[src/hdl/status_flags_pkg.sv]
// Overview of operation
// - the status register answers at data offset 0x03 and at 0x83, both the same flip-flops.
// - direct addressing uses the lower bank bit, 0 for bank 0 (00h-7Fh) and 1 for bank 1 (80h-FFh).
// - each bank spans 128 bytes and the bank bit sits directly above the seven direct bits.
// - add and subtract update digit carry from the low nibble, with borrow meaning inverted on subtract.
// - the carry flag shows a carry out of the result's top bit on an add.
// - subtraction adds the two's complement of the second operand, so a borrow reads as 0.
// - rotates load carry with the bit shifted out, low bit for right and high bit for left.
// - after power-on the lower bank bit reads 0 and the time-out and power-down flags read 1.
// - a flag-updating instruction aimed at the status register keeps its flags, and time-out
//         and power-down are never writable.
package status_flags_pkg;
    localparam int WB_ADR_W = 10;
    localparam int WB_DAT_W = 32;
    localparam logic [7:0] STATUS_IDX_BANK0 = 8'h03;
    localparam logic [7:0] STATUS_IDX_BANK1 = 8'h83;
    localparam int BANK_SIZE = 128;
    localparam int DIRECT_W = $clog2(BANK_SIZE);
    localparam int BIT_INDIRECT_BANK = 7;
    localparam int BIT_BANK_HIGH = 6;
    localparam int BIT_BANK_LOW = 5;
    localparam int BIT_TIMEOUT = 4;
    localparam int BIT_POWERDOWN = 3;
    localparam int BIT_ZERO = 2;
    localparam int BIT_DIGIT_CARRY = 1;
    localparam int BIT_CARRY = 0;
    // power-on value; arithmetic flags are unknown on the part and start at zero here
    localparam logic [7:0] STATUS_RESET = 8'h18;
    localparam logic [7:0] NIBBLE_MASK = 8'h0f;

    typedef enum logic [2:0] {
        OP_MOVE, OP_ADD, OP_SUB, OP_AND, OP_OR, OP_XOR, OP_ROT_RIGHT, OP_ROT_LEFT
    } alu_op_t;

    typedef struct packed {
        logic valid;
        alu_op_t op;
        logic [7:0] first;
        logic [7:0] second;
        logic dest_status;
    } alu_req_t;

    typedef struct packed {
        logic zero;
        logic digit_carry;
        logic carry;
    } flags_t;
endpackage

[src/hdl/alu_flag_unit.sv]
`timescale 1ns/1ps
`default_nettype none
module alu_flag_unit
    import status_flags_pkg::*;
(
    input wire alu_req_t req_in,
    input wire logic carry_in,
    output logic [7:0] result_out,
    output flags_t flags_out,
    output flags_t update_out
);
    wire logic [7:0] addend;
    wire logic [8:0] sum;
    wire logic [4:0] low_sum;
    wire logic is_arith;

    // subtract = first + ~second + 1, so a borrow leaves carry at 0
    assign addend = (req_in.op == OP_SUB) ? ~req_in.second : req_in.second;
    assign sum = {1'b0, req_in.first} + {1'b0, addend} + {8'h00, req_in.op == OP_SUB};
    assign low_sum = {1'b0, req_in.first[3:0]} + {1'b0, addend[3:0]}
                     + {4'h0, req_in.op == OP_SUB};
    assign is_arith = (req_in.op == OP_ADD) || (req_in.op == OP_SUB);

    always_comb begin
        unique case (req_in.op)
            OP_ADD, OP_SUB: result_out = sum[7:0];
            OP_AND: result_out = req_in.first & req_in.second;
            OP_OR: result_out = req_in.first | req_in.second;
            OP_XOR: result_out = req_in.first ^ req_in.second;
            OP_ROT_RIGHT: result_out = {carry_in, req_in.first[7:1]};
            OP_ROT_LEFT: result_out = {req_in.first[6:0], carry_in};
            OP_MOVE: result_out = req_in.first;
        endcase
    end

    assign flags_out.zero = (result_out == 8'h00);
    assign flags_out.digit_carry = low_sum[4];
    assign flags_out.carry = (req_in.op == OP_ROT_RIGHT) ? req_in.first[0] :
                             (req_in.op == OP_ROT_LEFT) ? req_in.first[7] : sum[8];
    assign update_out.zero = req_in.valid && (is_arith || req_in.op == OP_AND
                             || req_in.op == OP_OR || req_in.op == OP_XOR);
    assign update_out.digit_carry = req_in.valid && is_arith;
    assign update_out.carry = req_in.valid && (is_arith || req_in.op == OP_ROT_RIGHT
                              || req_in.op == OP_ROT_LEFT);
endmodule
`default_nettype wire

[src/hdl/status_flags.sv]
`timescale 1ns/1ps
`default_nettype none
module status_flags
    import status_flags_pkg::*;
(
    input wire logic clk_in,
    input wire logic resetn_in,
    input wire logic wb_cyc_in,
    input wire logic wb_stb_in,
    input wire logic wb_we_in,
    input wire logic [WB_ADR_W-1:0] wb_adr_in,
    input wire logic [3:0] wb_sel_in,
    input wire logic [WB_DAT_W-1:0] wb_dat_in,
    output logic [WB_DAT_W-1:0] wb_dat_out,
    output logic wb_ack_out,
    input wire alu_req_t alu_req_in,
    input wire logic direct_valid_in,
    input wire logic [DIRECT_W-1:0] direct_addr_in,
    input wire logic watchdog_clear_in,
    input wire logic sleep_in,
    input wire logic watchdog_timeout_in,
    output logic [7:0] alu_result_out,
    output logic [7:0] status_out,
    output logic [DIRECT_W:0] bank_addr_out
);
    function automatic logic is_status(input logic [7:0] idx);
        return (idx == STATUS_IDX_BANK0) || (idx == STATUS_IDX_BANK1);
    endfunction

    logic [7:0] status_r;
    logic [7:0] status_nxt;
    logic ack_r;
    logic [WB_DAT_W-1:0] rdata_r;
    logic [7:0] result_r;
    logic [DIRECT_W:0] bank_addr_r;

    wire logic [7:0] reg_idx;
    wire logic bus_req;
    wire logic bus_hit;
    wire logic status_write;
    wire logic [7:0] alu_result;
    wire flags_t alu_flags;
    wire flags_t alu_update;
    wire logic alu_to_status;

    assign reg_idx = wb_adr_in[9:2];
    assign bus_req = wb_cyc_in && wb_stb_in && !ack_r;
    assign bus_hit = is_status(reg_idx);
    assign status_write = bus_req && wb_we_in && wb_sel_in[0] && bus_hit;
    assign alu_to_status = alu_req_in.valid && alu_req_in.dest_status;

    alu_flag_unit u_flags (
        .req_in(alu_req_in),
        .carry_in(status_r[BIT_CARRY]),
        .result_out(alu_result),
        .flags_out(alu_flags),
        .update_out(alu_update)
    );

    always_comb begin
        status_nxt = status_r;
        // bank bits and arithmetic flags take plain data writes
        if (status_write) begin
            status_nxt[7:5] = wb_dat_in[7:5];
            status_nxt[2:0] = wb_dat_in[2:0];
        end
        if (alu_to_status) begin
            status_nxt[7:5] = alu_result[7:5];
            status_nxt[2:0] = alu_result[2:0];
        end
        // flag results override any data write aimed at the same bits
        if (alu_update.zero) begin
            status_nxt[BIT_ZERO] = alu_flags.zero;
        end
        if (alu_update.digit_carry) begin
            status_nxt[BIT_DIGIT_CARRY] = alu_flags.digit_carry;
        end
        if (alu_update.carry) begin
            status_nxt[BIT_CARRY] = alu_flags.carry;
        end
        // time-out and power-down follow only their events; watchdog clear wins
        if (watchdog_timeout_in) begin
            status_nxt[BIT_TIMEOUT] = 1'b0;
        end
        if (sleep_in) begin
            status_nxt[BIT_TIMEOUT] = 1'b1;
            status_nxt[BIT_POWERDOWN] = 1'b0;
        end
        if (watchdog_clear_in) begin
            status_nxt[BIT_TIMEOUT] = 1'b1;
            status_nxt[BIT_POWERDOWN] = 1'b1;
        end
    end

    always_ff @(posedge clk_in or negedge resetn_in) begin
        if (!resetn_in) begin
            status_r <= STATUS_RESET;
        end else begin
            status_r <= status_nxt;
        end
    end

    always_ff @(posedge clk_in or negedge resetn_in) begin
        if (!resetn_in) begin
            ack_r <= 1'b0;
            rdata_r <= '0;
        end else begin
            ack_r <= bus_req;
            if (bus_req) begin
                rdata_r <= bus_hit ? {24'h00_0000, status_r} : '0;
            end
        end
    end

    always_ff @(posedge clk_in or negedge resetn_in) begin
        if (!resetn_in) begin
            result_r <= 8'h00;
            bank_addr_r <= '0;
        end else begin
            if (alu_req_in.valid) begin
                result_r <= alu_result;
            end
            if (direct_valid_in) begin
                bank_addr_r <= {status_r[BIT_BANK_LOW], direct_addr_in};
            end
        end
    end

    assign wb_ack_out = ack_r;
    assign wb_dat_out = rdata_r;
    assign alu_result_out = result_r;
    assign status_out = status_r;
    assign bank_addr_out = bank_addr_r;
endmodule
`default_nettype wire

[config.mk]
export PLATFORM = sky130hd
export DESIGN_NAME = status_flags
export DESIGN_NICKNAME = d
export VERILOG_FILES = /design/src/hdl/status_flags_pkg.sv /design/src/hdl/alu_flag_unit.sv /design/src/hdl/status_flags.sv
export SDC_FILE = /design/constraint.sdc
export NUM_CORES = 1
export LEC_CHECK = 0
export BUFFER_PORTS_ARGS = -buffer_cell sky130_fd_sc_hd__buf_2
export CAP_MARGIN = 40
export CELL_PAD_IN_SITES_DETAIL_PLACEMENT = 1
export CELL_PAD_IN_SITES_GLOBAL_PLACEMENT = 2
export CORE_ASPECT_RATIO = 1.75
export CORE_MARGIN = 1.5
export CORE_UTILIZATION = 26
export DETAILED_ROUTE_END_ITERATION = 16
export PLACE_DENSITY_LB_ADDON = 0.3
export SLEW_MARGIN = 30
export SYNTH_ARGS = -nofsm -noshare
export SYNTH_HDL_FRONTEND = slang
export SYNTH_SLANG_ARGS = --single-unit
export TNS_END_PERCENT = 10
[constraint.sdc]
create_clock -name clk_in -period 1.7 [get_ports clk_in]
set_input_delay 0.255 -clock clk_in [delete_from_list [all_inputs] [get_ports clk_in]]
set_output_delay 0.255 -clock clk_in [all_outputs]
set_load 0.005 [all_outputs]
# Word-level counts from Yosys, hierarchy flattened
# Index checks and enable logic that the tools add are counted.
# classes
addsub	4
mul	0
div	0
magnitude_cmp	0
eq_ne	9
shift	0
muxes	15
bitwise	4
reduce_logical	26
# op_table
op	n
$pmux W8 S7	1
$mux W8	2
$eq A3 B3 Y1 const B	4
$mux W3	4
$reduce_bool A3 Y1	4
$add A8 B8 Y9	1
$add A9 B1 Y9	1
$logic_and A1 B1 Y1	9
$and A8 B8 Y8	1
$eq A8 B2 Y1 const B	1
$eq A8 B8 Y1 const B	1
$logic_not A8 Y1	1
$not A8 Y8	1
$or A8 B8 Y8	1
$xor A8 B8 Y8	1
$logic_or A1 B1 Y1	7
$eq A3 B2 Y1 const B	2
$mux W1	6
$add A4 B4 Y5	1
$add A5 B1 Y5	1
$mux W2	2
$reduce_bool A2 Y1	2
$eq A3 B1 Y1 const B	1
$logic_not A3 Y1	1
other kinds (2)	2
# word_totals
reg_bits	57
latchBits	0
ramBits	0
rom_bits	0
out_inout_bits	57
elab_cells	68
n_memories	0

# Longest topological paths before layout
# depth
word_depth	8
ltp_mapped	12

# By module
# A second synthesis with hierarchy kept.
# hier_totals
hier_cells	300
hier_area_um2	2841.5
# modules_own_cells
module	instances	cells_each	area_each_um2
status_flags	1	127	1540.2
alu_flag_unit	1	173	1301.2

# Least setup slack after synthesis
# Ideal clock, no wire load.
# synth_path
path_kind	input -> register
start	input alu_req_in[19] (netlist name)
end	register status_r[2], in the netlist status_out[2]
arrival_ns	2.354
slack_ns	-0.749
stages	11
path_cell_list	buf_2 nor3b_2 buf_6 xnor2_1 ha_1 and3b_1 a211oi_4 o21ai_0 xor2_1 a21o_1 o31ai_1
# synth_between
elab_chain_cells	7
elab_cells_between_ends	22
cone_classes	add/sub (2); eq/ne (7); mux (4); reduce/logical (9)
# synth_rtl
element	line_no	source
start: declaration	status_flags.sv:16	input wire alu_req_t alu_req_in,
$eq A3 B2 Y1 or $eq A3 B1 Y1 (tied branches)	--	
$mux W8 or $logic_or A1 B1 Y1 (tied branches)	alu_flag_unit.sv:18, alu_flag_unit.sv:22	
$add A8 B8 Y9 or $logic_or A1 B1 Y1 (tied branches)	alu_flag_unit.sv:19, alu_flag_unit.sv:40	
$add A9 B1 Y9 or $logic_or A1 B1 Y1 (tied branches)	alu_flag_unit.sv:19, alu_flag_unit.sv:41	
$pmux W8 S7 or $logic_or A1 B1 Y1 (tied branches)	alu_flag_unit.sv:25, alu_flag_unit.sv:41	
$logic_not A8 Y1 (tied with other cells)	alu_flag_unit.sv:36	assign flags_out.zero = (result_out == 8'h00);
$mux W1 or $reduce_bool A3 Y1 (tied branches)	--	
end signal: assignment	status_flags.sv:99	status_r <= status_nxt;
end: declaration	status_flags.sv:30	logic [7:0] status_r;
# Several ways; a longest one is shown, not always the timed one.
# A chain may end at the register's enable or synchronous reset.

# Final worst setup path
# layout_path
start	input alu_req_in[17] (netlist name)
end	register status_r[2], in the netlist status_out[2]
# Same word-level chain as after synthesis.

==> reports/qor.csv <==
metric;value;unit
vias_per_cell;4.73;
fin_nets;551;
drc;0;
io_buffers;83;
synth_seq_cells;33;
synth_edf_count;0;
wire_per_inst;15.7;um
clock_tree.root_cell;clkbuf_16;
ios;140;
cts.path.max_buffers;2;
fin_crit;2.16;ns
coreArea;10600;um2
hold_violations;0;
clk_transition_reported_paths;0.05;ns
h-tree-depth;2;
drv_slew;0;
cts_tree;built;
initial_utilization;0.266;
outcome;complete, but fails checks;
ys_seq_area_frac;0.293;
place_ws;-0.840;ns
fin_skew;0.00300;ns
cts_buffers;5;
syn_area;2830;um2
grt_usage;0.162;
antenna_found_initial;0;
async_flop_share;1.00;
max-vdd-ir-drop;703;uV
crit_chain;buf_2 -> nor3b_4 -> buf_12 -> xnor2_2 -> ha_1 -> and3b_1 -> a211oi_4 -> o21ai_1 -> xor2_1 -> a21o_1 -> o31ai_1;
final-setup-viol-count;13;
cts_sinks;33;
avgSynthCellArea;9.43;um2
placed_area;3770;um2
end_kind;flip-flop;
max_stage_delay;0.32;ns
rsz0062_at_grt;yes;
slowest_stage;ha_1;
dieArea;11500;um2
std_cell_rows;50;
drive_gt1_frac;0.450;
hp-class;primary input to flip-flop;
crit_buf_inv;2;
die_w;81.8;um
clk_latency;0.27;ns
firstDrtPassIters;4;
fin_cells;572;
cp.arrival;2.34;ns
ant_nets;0;
fin_util;0.376;
gp_congestion;0.842;
required;1.88;ns
design_area;4000;um2
via_count;2703;
grt_pass1_wl;14100;um
grt-ovfl-total;0;
area_delta_synth_final;41.4;%
leakagePower;2.02;nW
fillCellCount;1316;
powerDensity;693;nW/um2
synth.lib_cells_used.distinct;60;
fin_crit_sh;1.27;
start_kind;primary input;
cpLargestDelayFamily;compound AO/OA/AOI/OAI gates;
die_height;141;um
cap_violations;0;
drt_iter0_drc;72;
grt_max_degree;34;
fmax;463;MHz
ys.flop_type;dfrtp_1;
worst_slack;-0.462;ns
wl;9010;um
violations;setup timing;
netlist_instances;300;
place_inst;562;
antenna-diode-count;0;
critPathMaxFanout;9;
grt_pass1_vias;2907;
critPathKind;primary input to flip-flop;
yosys_warnings;0;
dp_hpwl;7680;um
[per-layer routing]
layer  GRT usage  wire, um  up-vias
met5           0         0        -
met4      0.0723       323        0
met3      0.0214       419       18
met2       0.312      5060       87
met1       0.162      3210     1297
li1            -         -     1301
[where the power goes]
group | leakage (nW) | switching [mW] | internal [mW]
clock network | 0.0652 | 0.304 | 0.544
registers | 0.402 | 0.0540 | 0.873
logic | 1.55 | 0.495 | 0.503
total | 2.02 | 0.852 | 1.92
[placed cells by master, fill, tap and decap left out, drive strengths merged, types with 2 or more instances in the layout]
| cell type | count |
|---|---|
| a21oi | 20 |
| nand3 | 2 |
| mux2 | 16 |
| a22o | 8 |
| nor2 | 12 |
| a221o | 2 |
| a22oi | 3 |
| a311oi | 2 |
| or2 | 2 |
| nand2 | 16 |
| conb | 24 |
| inv | 23 |
| nor3b | 3 |
| a21o | 4 |
| nor4 | 2 |
| o211ai | 6 |
| a211oi | 7 |
| buf | 149 |
| ha | 26 |
| xor2 | 3 |
| nand2b | 5 |
| nand3b | 2 |
| nor2b | 4 |
| dfrtp | 31 |
| o21ai | 9 |
| dfstp | 2 |
| nor3 | 3 |
| o22ai | 4 |
| xnor2 | 10 |
| a221oi | 6 |
| mux2i | 8 |
| clkbuf | 8 |
| o21a | 2 |
[worst paths after layout]
path	depth (start not counted)	to	start	slack, ns
max	11	status_out[2]	alu_req_in[17]	-0.46
min	2	status_out[4]	watchdog_timeout_in	0.13
max reg2reg	7	status_out[2]	wb_ack_out	-0.01
min reg2reg	1	wb_dat_out[1]	wb_dat_out[1]	0.50
max in group asynchronous	3	status_out[3]	resetn_in	0.90
min in group asynchronous	2	wb_dat_out[4]	resetn_in	0.35
[cell type report]
cell class	count	area, um2	share of cell area
flip-flops and latches	33	828	0.207
well taps	130	163	0.0407
inverters	24	90.1	0.0225
clock buffers	8	136	0.0341
multi-input cells	227	1820	0.456
repair buffers	150	958	0.240
[synthesized netlist by cell type (6+ instances only)]
cell type / count / area, um2
a22o_1: 8 / 70.1
o21ai_0: 6 / 30.0
a221oi_1: 6 / 52.6
ha_1: 26 / 325
xnor2_1: 10 / 87.6
a21oi_1: 20 / 100
nand2_1: 15 / 56.3
o211ai_1: 6 / 45.0
mux2_2: 13 / 146
mux2i_1: 8 / 80.1
inv_1: 23 / 86.3
buf_4: 26 / 195
dfrtp_1: 31 / 776
nor2_1: 12 / 45.0
a211oi_1: 6 / 45.0
[flip-flops by register name (all words and copies together) (netlist names)]
| signal | flops |
|---|---|
| wb_ack_out | 1 |
| wb_dat_out | 8 |
| alu_result_out | 8 |
| status_out | 8 |
| bank_addr_out | 8 |
[worst reg2reg max path: cells and delay by family, from the launching register on]
family          cells  cell delay, ns
flops               1            0.37
mux                 1            0.20
simple gates        3            0.59
buf+inv             1            0.21
compound gates      2            0.22
[cell families (layout without fill, tap and decap cells)]
family                   after synthesis  in the layout  share of synthesized area
buffers and inverters                 63            182                      0.128
AND/OR/NAND/NOR                       59             59                      0.122
AO/OA/AOI/OAI                         80             80                      0.202
adder cells (fa/ha/maj)               27             27                      0.122
multiplexers                          24             24                     0.0920
flip-flops                            33             33                      0.293
XOR/XNOR                              13             13                     0.0403
other                                  1             24                    0.00133
[timing repair]
item | in CTS | in global routing
endpoints found under the hold margin | 0 | 5
setup buffers | 0 | 0
resized for setup | 12 | 5
setup endpoints to repair | 13 | 14
pin swaps | 9 | 1
hold buffers | 0 | 1
[metrics by stage]
step / hold WS, ns / setup TNS (ns) / power [mW]
after floorplan: -0.0406 / -5.54 / 1.46
after global placement: 0.359 / -8.34 / 1.89
after detailed placement: 0.366 / -9.11 / 1.91
after CTS: 0.0689 / -4.45 / 2.80
after global routing: 0.146 / -5.72 / 2.96
final: 0.134 / -4.27 / 2.77
Power figures use the tool's default switching activity.
